**src/rtl/stp_consts.svh**
```systemverilog
`ifndef STP_CONSTS_SVH
`define STP_CONSTS_SVH

// system clock and master oscillator rates, in hertz
`define STP_CLK_HZ 25000000
`define STP_OSC_HZ 4000000
// clock cycles per master oscillator tick (rounded down, so the tick never runs slow)
`define STP_OSC_DIV (`STP_CLK_HZ / `STP_OSC_HZ)

// regulator timing, in master oscillator cycles
`define STP_T_OFF_OSC 87
`define STP_T_BLANK_OSC 6
`define STP_T_DEAD_OSC 3

// home state of the translator: 45 degrees, both phases at 70.31 percent, both positive
`define STP_HOME_POS 6'h08
`define STP_HOME_LEVEL 7'h2d

// increment per step for select codes {b,a} = 0..3 (full, half, quarter, sixteenth)
`define STP_STEP_TBL '{6'h10, 6'h08, 6'h04, 6'h01}
// fast-decay ticks of the off-time for share codes {b,a} = 0..3
`define STP_FAST_TBL '{7'h00, 7'h16, 7'h2c, 7'h57}

`endif

```
**src/rtl/stp_pkg.sv**
```systemverilog
package stp_pkg;
  // decay behaviour chosen per bridge at each step
  typedef enum logic {STP_DECAY_SLOW, STP_DECAY_MIXED} stp_decay_t;
  // phase of one fixed off-time regulator
  typedef enum logic {STP_PWM_DRIVE, STP_PWM_OFF} stp_pwm_state_t;
  // dac level in 1/64 of full scale, 0..64
  typedef logic [6:0] stp_level_t;
  // position in the 64-entry sine sequence
  typedef logic [5:0] stp_pos_t;
endpackage

```
**src/rtl/stp_phase_if.sv**
```systemverilog
`timescale 1ns/100ps
`default_nettype none
// one phase: translator set points down, gate drives back up
interface stp_phase_if;
  import stp_pkg::*;
  stp_level_t level; // dac set point
  logic positive; // winding current sense
  stp_decay_t decay; // slow or mixed
  logic [6:0] fast_ticks; // fast share of the off-time
  logic trip; // current comparator
  logic inhibit; // force all gates off
  logic sleep; // hold the regulator at its start
  logic tick; // master oscillator enable
  logic [1:0] high_gate; // [0]=a, [1]=b
  logic [1:0] low_gate; // [0]=a, [1]=b
  modport ctrl (output level, positive, decay, fast_ticks, trip, inhibit, sleep, tick,
                input high_gate, low_gate);
  modport bridge (input level, positive, decay, fast_ticks, trip, inhibit, sleep, tick,
                  output high_gate, low_gate);
endinterface
`default_nettype wire

```
**src/rtl/stp_osc_div.sv**
```systemverilog
`timescale 1ns/100ps
`default_nettype none
`include "stp_consts.svh"
// master oscillator as a one-cycle enable from the system clock
module stp_osc_div #(
  parameter int DIV = `STP_OSC_DIV // clock cycles per tick
) (
  input wire logic clock, // system clock
  input wire logic reset, // async, active high
  output logic tick // one-cycle enable
);
  logic [7:0] count_reg; // cycles since last tick

  // free running, so regulator timing never stops with the translator
  always_ff @(posedge clock or posedge reset) begin
    if (reset) begin
      count_reg <= 8'h00;
      tick <= 1'b0;
    end else if (count_reg == 8'(DIV - 1)) begin
      count_reg <= 8'h00;
      tick <= 1'b1;
    end else begin
      count_reg <= count_reg + 8'h01;
      tick <= 1'b0;
    end
  end
endmodule // stp_osc_div
`default_nettype wire

```
**src/rtl/stp_bridge.sv**
```systemverilog
`timescale 1ns/100ps
`default_nettype none
`include "stp_consts.svh"
// one full bridge: fixed off-time regulator with blanking and dead time
module stp_bridge (
  input wire logic clock, // system clock
  input wire logic reset, // async, active high
  stp_phase_if.bridge ph // set points in, gates out
);
  import stp_pkg::*;
  localparam logic [6:0] OFF_LAST = 7'(`STP_T_OFF_OSC - 1); // last off tick
  localparam logic [2:0] BLANK_LEN = 3'(`STP_T_BLANK_OSC); // masked ticks
  localparam logic [1:0] DEAD_LEN = 2'(`STP_T_DEAD_OSC); // crossover gap

  stp_pwm_state_t state_reg; // drive or off
  logic [6:0] off_cnt_reg; // ticks spent off
  logic [2:0] blank_cnt_reg; // ticks since outputs switched on
  logic [1:0] gap_reg [2]; // crossover gap per half bridge
  logic [1:0] high_reg; // high-side gates
  logic [1:0] low_reg; // low-side gates
  logic [1:0] want_high; // wanted high-side pattern
  logic [1:0] want_low; // wanted low-side pattern
  logic fast_now; // fast decay part of the off-time

  // drive, trip, off for 87 ticks, back to drive; comparator masked after switching
  always_ff @(posedge clock or posedge reset) begin
    if (reset) begin
      state_reg <= STP_PWM_DRIVE;
      off_cnt_reg <= 7'h00;
      blank_cnt_reg <= 3'h0;
    end else if (ph.sleep) begin // restart a fresh cycle on wake
      state_reg <= STP_PWM_DRIVE;
      off_cnt_reg <= 7'h00;
      blank_cnt_reg <= 3'h0;
    end else if (ph.tick) begin
      case (state_reg)
        STP_PWM_DRIVE: begin
          if (blank_cnt_reg != BLANK_LEN) begin
            blank_cnt_reg <= blank_cnt_reg + 3'h1;
          end else if (ph.trip) begin
            state_reg <= STP_PWM_OFF;
            off_cnt_reg <= 7'h00;
          end
        end
        STP_PWM_OFF: begin
          if (off_cnt_reg == OFF_LAST) begin
            state_reg <= STP_PWM_DRIVE;
            blank_cnt_reg <= 3'h0;
          end else begin
            off_cnt_reg <= off_cnt_reg + 7'h01;
          end
        end
        default: state_reg <= STP_PWM_DRIVE;
      endcase
    end
  end

  // wanted gates: diagonal pair on, fast reverses it, slow recirculates on the lows
  always_comb begin
    fast_now = (ph.decay == STP_DECAY_MIXED) && (off_cnt_reg < ph.fast_ticks);
    if (state_reg == STP_PWM_DRIVE) begin
      want_high = {~ph.positive, ph.positive};
      want_low = {ph.positive, ~ph.positive};
    end else if (fast_now) begin // source and sink off
      want_high = {ph.positive, ~ph.positive};
      want_low = {~ph.positive, ph.positive};
    end else begin // source off only, synchronous rectification
      want_high = 2'b00;
      want_low = 2'b11;
    end
  end

  // gate registers; a gate turns on only after its complement has been off 3 ticks
  always_ff @(posedge clock or posedge reset) begin
    if (reset) begin
      high_reg <= 2'b00;
      low_reg <= 2'b00;
      for (int i = 0; i < 2; i++) begin
        gap_reg[i] <= 2'h0;
      end
    end else if (ph.inhibit) begin
      high_reg <= 2'b00;
      low_reg <= 2'b00;
      for (int i = 0; i < 2; i++) begin
        gap_reg[i] <= DEAD_LEN;
      end
    end else if (ph.tick) begin
      for (int i = 0; i < 2; i++) begin
        if ((high_reg[i] && !want_high[i]) || (low_reg[i] && !want_low[i])) begin
          gap_reg[i] <= DEAD_LEN;
        end else if (gap_reg[i] != 2'h0) begin
          gap_reg[i] <= gap_reg[i] - 2'h1;
        end
        if (!want_high[i]) begin
          high_reg[i] <= 1'b0;
        end else if (gap_reg[i] <= 2'h1 && !low_reg[i]) begin
          high_reg[i] <= 1'b1;
        end
        if (!want_low[i]) begin
          low_reg[i] <= 1'b0;
        end else if (gap_reg[i] <= 2'h1 && !high_reg[i]) begin
          low_reg[i] <= 1'b1;
        end
      end
    end
  end

  assign ph.high_gate = high_reg;
  assign ph.low_gate = low_reg;
endmodule // stp_bridge
`default_nettype wire

```
**src/rtl/stp_top.sv**
```systemverilog
`timescale 1ns/100ps
`default_nettype none
`include "stp_consts.svh"
// Behaviour
// - each step rising edge advances one increment
// - full, half, quarter and sixteenth resolutions
// - microstep selects sampled only at step edge
// - rotation sense low clockwise, high counterclockwise
// - rotation change applies at next step edge
// - reset loads home and mixed decay
// - step moves both dacs along sine sequence
// - rising or equal level gives slow decay
// - falling level takes decay from share selects
// - two independent fixed off-time regulators
// - trip ends drive: source off, or both
// - bridge stays off 87 oscillator cycles
// - comparator ignored 6 cycles after switching
// - three cycle gap between complementary gates
// - gate output high means transistor on
// - disable input high forces gates off
// - translator keeps running while gates disabled
// - sleep input low disables, release starts home
// - short sleep pulse returns to home
// - gate supply undervoltage forces gates off
module stp_top
  import stp_pkg::*;
#(
  parameter logic [5:0] STEP_TBL [0:3] = `STP_STEP_TBL, // increment per select code
  parameter logic [6:0] FAST_TBL [0:3] = `STP_FAST_TBL, // fast ticks per share code
  parameter int OSC_DIV = `STP_OSC_DIV // clocks per oscillator tick
) (
  input wire logic clock, // 25 MHz system clock
  input wire logic reset, // async, active high
  input wire logic sleep_n, // low: sleep and home
  input wire logic step_in, // rising edge steps
  input wire logic dir_ccw, // rotation sense
  input wire logic microstep_select_a, // resolution select a
  input wire logic microstep_select_b, // resolution select b
  input wire logic fast_decay_share_sel_a, // fast share select a
  input wire logic fast_decay_share_sel_b, // fast share select b
  input wire logic outputs_disable, // high: all gates off
  input wire logic gate_supply_rail_low, // undervoltage flag
  input wire logic trip_1, // phase 1 comparator
  input wire logic trip_2, // phase 2 comparator
  output logic [3:0] high_side_gate_out, // 1a,1b,2a,2b
  output logic [3:0] low_side_gate_out, // 1a,1b,2a,2b
  output stp_pkg::stp_level_t phase1_dac_level, // phase 1 set point
  output stp_pkg::stp_level_t phase2_dac_level, // phase 2 set point
  output logic phase1_positive, // phase 1 polarity
  output logic phase2_positive, // phase 2 polarity
  output stp_pkg::stp_decay_t phase1_decay, // phase 1 decay
  output stp_pkg::stp_decay_t phase2_decay, // phase 2 decay
  output logic [1:0] resolution_latched // select code in use
);
  import stp_pkg::*;

  // quarter-wave magnitude, in 1/64 of full scale, of a sequence position
  // peak holds at 15 and 16
  function automatic stp_level_t sine_level(input stp_pos_t pos);
    logic [4:0] k;
    logic [4:0] idx;

    k = pos[4:0];
    idx = (k <= 5'h10) ? k : 5'(6'h20 - {1'b0, k});
    case (idx)
      5'h00: sine_level = 7'h00;
      5'h01: sine_level = 7'h06;
      5'h02: sine_level = 7'h0c;
      5'h03: sine_level = 7'h13;
      5'h04: sine_level = 7'h18;
      5'h05: sine_level = 7'h1e;
      5'h06: sine_level = 7'h24;
      5'h07: sine_level = 7'h29;
      5'h08: sine_level = 7'h2d;
      5'h09: sine_level = 7'h31;
      5'h0a: sine_level = 7'h35;
      5'h0b: sine_level = 7'h38;
      5'h0c: sine_level = 7'h3b;
      5'h0d: sine_level = 7'h3d;
      5'h0e: sine_level = 7'h3f;
      default: sine_level = 7'h40; // 15 and 16 are both full scale
    endcase
  endfunction

  // positive current in the first half of the electrical turn
  // 0 and 32 are zero level
  function automatic logic sine_positive(input stp_pos_t pos);
    sine_positive = !pos[5];
  endfunction

  // bridge links
  stp_phase_if ph1 (); // phase 1 link
  stp_phase_if ph2 (); // phase 2 link

  // tick and step edge
  logic osc_tick; // master oscillator enable
  logic step_prev_reg; // step level of last cycle
  logic step_rise; // accepted step edge

  // position
  stp_pos_t pos_reg; // sequence position
  stp_pos_t pos_next; // position after this step
  stp_pos_t pos2_next; // phase 2 reads a quarter turn ahead
  logic [5:0] step_size; // increment for the sampled select
  logic [1:0] res_sel; // select code on the pins now

  // set points
  stp_level_t level1_reg; // phase 1 set point
  stp_level_t level2_reg; // phase 2 set point
  stp_level_t level1_next; // phase 1 next set point
  stp_level_t level2_next; // phase 2 next set point
  logic pos1_reg; // phase 1 polarity
  logic pos2_reg; // phase 2 polarity

  // decay
  stp_decay_t decay1_reg; // phase 1 decay mode
  stp_decay_t decay2_reg; // phase 2 decay mode
  stp_decay_t falling_decay; // mode for a falling level

  // latched selects
  logic [1:0] res_reg; // select code latched at last step
  logic [1:0] share_sel; // fast share code on the pins
  logic [1:0] share_reg; // share code latched at last step

  // force-off
  logic gates_off; // any reason to force gates off

  // master oscillator divider shared by both bridges
  // one tick keeps them in step
  stp_osc_div #(
    .DIV(OSC_DIV)
  ) u_osc (
    .clock(clock),
    .reset(reset),
    .tick(osc_tick)
  );

  // edge detector runs in sleep too, so a step held high over wake is not a step
  always_ff @(posedge clock or posedge reset) begin
    if (reset) begin
      step_prev_reg <= 1'b0;
    end else begin
      step_prev_reg <= step_in;
    end
  end

  // enable does not gate this, only sleep does
  // edges in sleep are dropped
  assign step_rise = step_in && !step_prev_reg && sleep_n;

  // next position: direction and resolution are read only here, at the edge
  always_comb begin
    // selects as on the pins
    res_sel = {microstep_select_b, microstep_select_a};
    share_sel = {fast_decay_share_sel_b, fast_decay_share_sel_a};
    step_size = STEP_TBL[res_sel];
    // wraps at one turn
    if (dir_ccw) begin
      pos_next = pos_reg - step_size;
    end else begin
      pos_next = pos_reg + step_size;
    end

    // phase 2 leads a quarter
    pos2_next = pos_next + 6'h10;
    level1_next = sine_level(pos_next);
    level2_next = sine_level(pos2_next);
    // zero share keeps the bridge in slow decay, so mixed adds nothing then
    falling_decay = STP_DECAY_MIXED;
  end

  // translator position and latched selects
  always_ff @(posedge clock or posedge reset) begin
    if (reset) begin
      pos_reg <= `STP_HOME_POS;
      res_reg <= 2'b00;
      share_reg <= 2'b00;
    // home, keep resolution
    end else if (!sleep_n) begin
      pos_reg <= `STP_HOME_POS;
    // selects read only here
    end else if (step_rise) begin
      pos_reg <= pos_next;
      res_reg <= res_sel;
      share_reg <= share_sel;
    end
  end

  // dac levels and polarities follow the position at each step
  always_ff @(posedge clock or posedge reset) begin
    if (reset) begin
      level1_reg <= `STP_HOME_LEVEL;
      level2_reg <= `STP_HOME_LEVEL;
      pos1_reg <= 1'b1;
      pos2_reg <= 1'b1;
    // wake starts from home
    end else if (!sleep_n) begin
      level1_reg <= `STP_HOME_LEVEL;
      level2_reg <= `STP_HOME_LEVEL;
      pos1_reg <= 1'b1;
      pos2_reg <= 1'b1;
    // both phases, one edge
    end else if (step_rise) begin
      level1_reg <= level1_next;
      level2_reg <= level2_next;
      pos1_reg <= sine_positive(pos_next);
      pos2_reg <= sine_positive(pos2_next);
    end
  end

  // decay per bridge from the direction of its level change
  always_ff @(posedge clock or posedge reset) begin
    if (reset) begin
      decay1_reg <= STP_DECAY_MIXED;
      decay2_reg <= STP_DECAY_MIXED;
    // sleep acts as reset
    end else if (!sleep_n) begin
      decay1_reg <= STP_DECAY_MIXED;
      decay2_reg <= STP_DECAY_MIXED;
    end else if (step_rise) begin
      // magnitude compare
      decay1_reg <= (level1_next >= level1_reg) ? STP_DECAY_SLOW : falling_decay;
      decay2_reg <= (level2_next >= level2_reg) ? STP_DECAY_SLOW : falling_decay;
    end
  end

  // sleep, disable and undervoltage all kill the gates; sequencing carries on except in sleep
  // acts every clock
  assign gates_off = outputs_disable || gate_supply_rail_low || !sleep_n;

  // phase 1 link
  // trips sampled on ticks
  assign ph1.level = level1_reg;
  assign ph1.positive = pos1_reg;
  assign ph1.decay = decay1_reg;
  assign ph1.fast_ticks = FAST_TBL[share_reg];
  assign ph1.trip = trip_1;
  assign ph1.inhibit = gates_off;
  assign ph1.sleep = !sleep_n;
  assign ph1.tick = osc_tick;

  // phase 2 link
  // same share code
  assign ph2.level = level2_reg;
  assign ph2.positive = pos2_reg;
  assign ph2.decay = decay2_reg;
  assign ph2.fast_ticks = FAST_TBL[share_reg];
  assign ph2.trip = trip_2;
  assign ph2.inhibit = gates_off;
  assign ph2.sleep = !sleep_n;
  assign ph2.tick = osc_tick;

  // two regulators with no shared state beyond the oscillator
  stp_bridge u_bridge1 (
    .clock(clock),
    .reset(reset),
    .ph(ph1.bridge)
  );

  // second bridge
  stp_bridge u_bridge2 (
    .clock(clock),
    .reset(reset),
    .ph(ph2.bridge)
  );

  // gate pins come straight from the bridge registers
  assign high_side_gate_out = {ph2.high_gate, ph1.high_gate};
  assign low_side_gate_out = {ph2.low_gate, ph1.low_gate};

  // translator state
  assign phase1_dac_level = level1_reg;
  assign phase2_dac_level = level2_reg;
  assign phase1_positive = pos1_reg;
  assign phase2_positive = pos2_reg;
  assign phase1_decay = decay1_reg;
  assign phase2_decay = decay2_reg;
  assign resolution_latched = res_reg;
endmodule // stp_top
`default_nettype wire

```
**config.mk**
```make
export PLATFORM = sky130hd
export DESIGN_NAME = stp_top
export DESIGN_NICKNAME = d
export VERILOG_FILES = /design/src/rtl/stp_pkg.sv /design/src/rtl/stp_phase_if.sv /design/src/rtl/stp_osc_div.sv /design/src/rtl/stp_bridge.sv /design/src/rtl/stp_top.sv
export VERILOG_INCLUDE_DIRS = /design/src /design/src/rtl
export SDC_FILE = /design/constraint.sdc
export NUM_CORES = 1
export LEC_CHECK = 0
export ABC_AREA = 0
export BUFFER_PORTS_ARGS = -buffer_cell sky130_fd_sc_hd__buf_4
export CORE_MARGIN = 2
export CORE_UTILIZATION = 61
export DETAILED_ROUTE_END_ITERATION = 7
export GPL_TIMING_DRIVEN = 0
export PLACE_DENSITY = 0.81
export SKIP_CTS_REPAIR_TIMING = 1
export SYNTH_ARGS = -nofsm -noshare
export SYNTH_HDL_FRONTEND = slang
export SYNTH_SLANG_ARGS = --single-unit
```
**constraint.sdc**
```tcl
create_clock -name clock -period 6 [get_ports clock]
set_input_delay 1.2 -clock clock [delete_from_list [all_inputs] [get_ports clock]]
set_output_delay 1.2 -clock clock [all_outputs]
set_load 0.1 [all_outputs]
```
---- After elaboration in Yosys (flattened, before gate mapping) ----
Memories as Yosys holds them, arrays and structs flattened.
Index checks and enable logic that the tools add are counted.
operators by class
  add/sub/neg operators ................... 14
  magnitude comparators ................... 12
  eq/ne operators ......................... 25
  mux-type cells .......................... 107
  bitwise gates (word level) .............. 6
  reductions and logical operators ........ 72
operators by type and width
  operator                                                           number
  7-bit 2-to-1 mux                                                   18
  3-bit != test, second input constant                               18
  2-bit 2-to-1 mux                                                   24
  1-bit 2-to-1 mux                                                   37
  6-bit 2-to-1 mux                                                   5
  7-bit one-hot mux with 2 select lines                              2
  2-bit AND reduction                                                13
  3-bit 2-to-1 mux                                                   8
  1-bit logical AND                                                  20
  1-bit zero test                                                    20
  4-bit 2-to-1 mux                                                   4
  7-bit by 1-bit adder with 7-bit output, second input constant      2
  7-bit binary-select mux with 2-bit select                          1
  7-bit equality test, second input constant                         2
  7-bit greater-or-equal comparator                                  2
  7-bit < comparator                                                 2
  6-bit binary-select mux with 2-bit select                          1
  3-bit one-hot mux with 2 select lines                              2
  3-bit nonzero test                                                 4
  5-bit less-or-equal comparator, second input constant              2
  5-bit 2-to-1 mux                                                   2
  2-bit nonzero test                                                 5
  1-bit by 5-bit subtractor with 5-bit output, first input constant  2
  8-bit by 1-bit adder with 8-bit output, second input constant      1
  other kinds (17)                                                   39
storage, ports and cells
  bits in registers ....................... 76
  ROM bits ................................ 224
  input port bits ......................... 13
  output and inout bits ................... 28
  logic and storage cells ................. 268
  memories ................................ 2
memory list
  memory            depth  bits a word  read ports  clocked after Yosys merged registers in  wr ports  RTL line       text
  (name not given)  16     7            1           0                                        0         stp_top.sv:65  case (idx)
  (name not given)  16     7            1           0                                        0         stp_top.sv:65

---- Logic depth before layout (Yosys ltp) ----
An unclocked memory read counts as a cell.
  depth in word-level cells ............... 15
  mapped depth ............................ 23
  depth with buffers taken out ............ 21

---- Cells and area by module ----
From an unflattened synthesis, not the netlist that was laid out.
second synthesis, totals
  cells, all modules ...................... 623
  area total of the unflattened synthesis .. 5,640.4 sq um
modules (own cells, without submodules)
  module       times used  cells each  area an instance (sq um)  seq. area each (sq um)
  stp_bridge   2           151         1,345.0                   475.5
  stp_top      1           289         2,553.7                   742.0
  stp_osc_div  1           32          396.6                     225.2

---- Worst setup path before layout ----
No wires, ideal clock.
  path kind ............................... input to register
  from .................................... in dir_ccw
  to ...................................... reg decay1_reg, in the netlist phase1_decay
  library setup time ...................... 0.077 ns
  data arrival time ....................... 5.051 ns
  required time ........................... 5.923 ns
  path slack .............................. 0.872 ns
  cell stages on the path ................. 23
  buffers on the path ..................... 2
  path through ............................ nand2_1 nand2_1 ha_1 buf_2 a21o_1 o2bb2ai_1 or2_2 buf_2 nand3_1 ha_1 nor2_1 a21oi_1 ha_1 nor2_1 a211o_1 ha_1 nand2b_1 a21o_1 a21o_1 a21o_1 a21o_1 a21o_1 a31oi_1
on the way
  longest elaborated chain between the ends .. 9
  elaborated cells between the ends (all ways) .. 10
  classes of those cells .................. add/sub: 1; order compare: 2; mux: 6; memory: 1
ends and longest elaborated chain
  element                                                                                        RTL line        text
  start, declared                                                                                stp_top.sv:36   input wire logic dir_ccw,
  6-bit 2-to-1 mux (*)                                                                           stp_top.sv:158  if (dir_ccw) begin
  1-bit by 5-bit subtractor with 5-bit output or 5-bit less-or-equal comparator (tied branches)  stp_top.sv:64   idx = (k <= 5'h10) ? k : 5'(6'h20 - {1'b0, k});
  5-bit 2-to-1 mux (*)                                                                           stp_top.sv:64
  memory 16 x 7 bit                                                                              n/a
  7-bit 2-to-1 mux (*)                                                                           stp_top.sv:65
  7-bit greater-or-equal comparator (*)                                                          stp_top.sv:222  decay1_reg <= (level1_next >= level1_reg) ? STP_DECAY_SLOW : falling_decay;
  1-bit 2-to-1 mux (*)                                                                           stp_top.sv:222
  1-bit 2-to-1 mux (*)                                                                           stp_top.sv:220  end else if (step_rise) begin
  1-bit 2-to-1 mux (*)                                                                           stp_top.sv:217  end else if (!sleep_n) begin
  end signal, assigned                                                                           stp_top.sv:222
  end, declared                                                                                  stp_top.sv:116  stp_decay_t decay1_reg;
Every way passes the cells marked *; elsewhere a longest branch is shown, timed or not. The select of a mux whose other input is x is not followed.
A chain may end at the register's enable or synchronous reset.

---- Worst setup path after layout ----
  from .................................... in microstep_select_a
  to ...................................... reg decay1_reg, in the netlist phase1_decay
on the way
  longest elaborated chain between the ends .. 14
  elaborated cells between the ends (all ways) .. 16
  classes of those cells .................. add/sub: 3; order compare: 2; mux: 9; bitwise: 1; memory: 1
ends and longest elaborated chain
  element                                                                                        RTL line                        text
  start, declared                                                                                stp_top.sv:37                   input wire logic microstep_select_a,
  2-bit inverter with 3-bit output (not written as such) (*)                                     stp_top.sv:156                  step_size = STEP_TBL[res_sel];
  6-bit binary-select mux with 2-bit select (*)                                                  stp_top.sv:156
  6-bit 2-to-1 mux (not written as such) (*) (2 in series)                                       stp_top.sv:156
  6-bit adder or 6-bit subtractor (tied branches)                                                stp_top.sv:161, stp_top.sv:159
  6-bit 2-to-1 mux (*)                                                                           stp_top.sv:158
  1-bit by 5-bit subtractor with 5-bit output or 5-bit less-or-equal comparator (tied branches)  stp_top.sv:64
  5-bit 2-to-1 mux (*)                                                                           stp_top.sv:64
  memory 16 x 7 bit                                                                              n/a
  7-bit 2-to-1 mux (*)                                                                           stp_top.sv:65
  7-bit greater-or-equal comparator (*)                                                          stp_top.sv:222
  1-bit 2-to-1 mux (*)                                                                           stp_top.sv:222
  1-bit 2-to-1 mux (*)                                                                           stp_top.sv:220
  1-bit 2-to-1 mux (*)                                                                           stp_top.sv:217
Marked as above.

==> flow_summary_export.csv <==
group,metric,value,unit
status,status,"completed",
layout,diodes,0,
timing,tns,0,ns
flow_run,maxCapViolCount,0,
synth,synth_most_common_cell,"dfrtp_1",
timing,max_slew_margin,0.522,
floorplanning,die-area,0.00937,mm2
power,powerDensity,311,mW/mm2
worst_setup_path,critPathMaxStageDelay,0.48,ns
global_route,groute.usage.overall,0.268,
detailed_routing,drt_wl_total,12.1,mm
floorplanning,die_w,96.8,um
clock_tree,cts.path.max_buffers,2,
timing,clock.fmax,0.175,GHz
synth,synth-edff-count,0,
worst_setup_path,crit_buf_inv,3,
clock_tree,cts.clk_slew.worst_paths,0.09,ns
layout,layout.nets,706,
floorplanning,core-area,0.00830,mm2
power,power.leakage,2.88,nW
worst_setup_path,cp_cell_sequence,"buf_4, a21boi_0, or2_2, clkbuf_1, inv_1, ha_1, nand3_1, ha_1, nor2_1, a21oi_1, ha_1, nor2_1, a211o_1, ha_1, nand2b_1, a21o_1, a21o_1, a21o_1, a21o_1, a21o_1, a31oi_1",
synth,synth_seq_area_share,0.365,
timing,max_slew.worst_pin.slew,0.712,ns
timing,slew_violations,0,
timing,finalCritPeriodShare,0.955,
layout,layout-drive-gt1-share,0.160,
layout,largest_register_ffs,8,
global_route,grt_start_max_net_pins,63,
worst_setup_path,crit_fanout,9,
global_route,grt_pass1_wl,20.9,mm
timing,rsz0062_at_grt,"no",
global_route,antenna_found_initial,0,
worst_setup_path,required,6.28,ns
timing,setup_viol,0,
synth,syn_avg_cell_area,9.04,um2
floorplanning,fp.dieH,96.8,um
synth,netlist_area,0.00525,mm2
layout,areaGrowthSynthToFinish,12.8,%
detailed_routing,drtPass1Iterations,5,
synth,ys_top_cells_by_area,"dfrtp_1, ha_1, dfstp_2, o21ai_0, nand2_1",
global_route,grt_pass1_vias,4517,
timing,hold_violations,0,
layout,fillerInstances,645,
synth,yosysUniqueCellTypes,67,
detailed_routing,route.antenna.remaining_nets,0,
power,ir_drop,0.000194,V
synth,synth_common_cells,"dfrtp_1, nand2_1, ha_1, nor2_1, o21ai_0",
timing,final.min_clock_period,5.73,ns
placed_design,place_congestion,0.882,
synth,ys_ff_latch,76,
placed_design,io_buffers,40,
timing,fin_skew,0.0153,ns
detailed_routing,viasPerCell,5.97,
worst_setup_path,arrival,6.00,ns
detailed_routing,wl_per_cell,16.3,um
floorplanning,start_util,0.633,
timing,finalWorstSetupSlack,0.272,ns
floorplanning,io-pin-count,41,
synth,syn-num-nets,654,
worst_setup_path,start_kind,"input pin",
worst_setup_path,crit_path_frequent_cell,"a21o_1",
worst_setup_path,crit_path_end_kind,"register",
worst_setup_path,cpMaxStageDelayCell,"a21boi_0",
synth,syn_inst,581,
clock_tree,cts_buffers,9,
synth,synth_warnings,0,
clock_tree,cts-root-buf,"clkbuf_8",
detailed_routing,first_iter_violations,257,
placed_design,dp.cells,727,
synth,synth_top_area_share,0.300,
worst_setup_path,cp_top_family,"compound AO/OA/AOI/OAI gates",
synth,synth_top_area_cell,"dfrtp_1",
detailed_routing,drc,0,
clock_tree,cts_tree,"done",
clock_tree,clkSinkCount,76,
placed_design,preCtsSetupSlack,0.0147,ns
floorplanning,num_rows,33,
clock_tree,h-tree-depth,3,
placed_design,dpl.hpwl,9.02,mm
layout,fin_cells,743,
detailed_routing,vias,4436,
worst_setup_path,worst-setup-path-type,"in -> reg",
min_path,min-delay-path-class,"reg -> reg",
synth,synthFlopType,"dfrtp_1",
clock_tree,insertion_delay,0.35,ns
synth,async_reset_ff_frac,1.00,
global_route,globalRouteOverflowTotal,0,
-- layout make-up --
class	count	area, um2	share of cell area
plain buffers	16	62.6	0.0106
flip-flops and latches	76	1920	0.324
clock inverters	5	78.8	0.0133
repair buffers	41	328	0.0553
well taps	105	131	0.0222
inverters	45	174	0.0294
multi-input cells	444	3100	0.523
clock buffers	11	131	0.0222
-- cells in the final DEF (no fill, tap or decap), drive strengths merged, types with 9 or more instances in the layout --
cell type and count:
dfstp 13, o21ai 55, clkbuf 25, a21oi 33, a21o 12, ha 59, dfrtp 63, buf 43
o31ai 9, nor2 56, xnor2 17, nand2b 14, inv 45, and3 9, nand3 15, nand2 61
-- per-stage QoR --
stage	instance area, um2	hold slack [ns]	total power [mW]	util
2_1_floorplan	5250	0.446	1.23	-
3_3_place_gp	5680	0.459	1.36	0.685
3_5_place_dp	5710	0.463	1.40	0.688
4_1_cts	5920	0.484	1.84	0.714
5_1_grt	5920	0.515	1.95	0.714
6_report	5920	0.483	1.84	0.714
-- where the power goes --
group,total [mW],switching (mW),leakage (nW),internal (mW)
combinational,0.819,0.524,1.82,0.295
clock,0.436,0.202,0.107,0.234
sequential,0.585,0.0300,0.958,0.555
total,1.84,0.756,2.88,1.08
-- worst register-to-register path, stage by stage (launching register included) --
cell	delay, ns
dfrtp_1	0.37
a21boi_0	0.50
or2_2	0.22
clkbuf_1	0.39
inv_1	0.32
ha_1	0.33
nand3_1	0.12
ha_1	0.24
nor2_1	0.07
a21oi_1	0.38
ha_1	0.28
nor2_1	0.06
a211o_1	0.30
ha_1	0.29
nand2b_1	0.15
a21o_1	0.17
a21o_1	0.16
a21o_1	0.17
a21o_1	0.17
a21o_1	0.18
a31oi_1	0.19
-- logic make-up after synthesis --
logic type / after synthesis / share of synthesized area
adders and majority gates: 60 / 0.144
muxes: 10 / 0.0198
DFF: 76 / 0.365
buffers and inverters: 61 / 0.0446
xor gates and xnor gates: 25 / 0.0477
and+or+nand+nor: 184 / 0.168
AOI/OAI and AO/OA: 165 / 0.210
-- metal layers --
metal  vias up  routed length (um)  track usage
met3        22                 570       0.0397
met1      2155                5310        0.348
met4         0                 203        0.101
met5         -                   0            0
met2       112                6040        0.452
li1       2147                   -            -
-- final timing paths --
path / start / to / slack, ns / cells after the start
worst min-delay path: resolution_latched[1] / resolution_latched[1] / 0.48 / 2
max in group asynchronous: reset / phase2_positive / 4.62 / 3
worst min register to register: resolution_latched[1] / resolution_latched[1] / 0.48 / 2
worst max-delay path: microstep_select_a / phase1_decay / 0.27 / 21
min in group asynchronous: reset / pos_reg[1] / 0.77 / 2
worst max register to register: pos_reg[0] / phase1_decay / 0.88 / 20
Note: power is estimated with default switching activity, not from simulation.
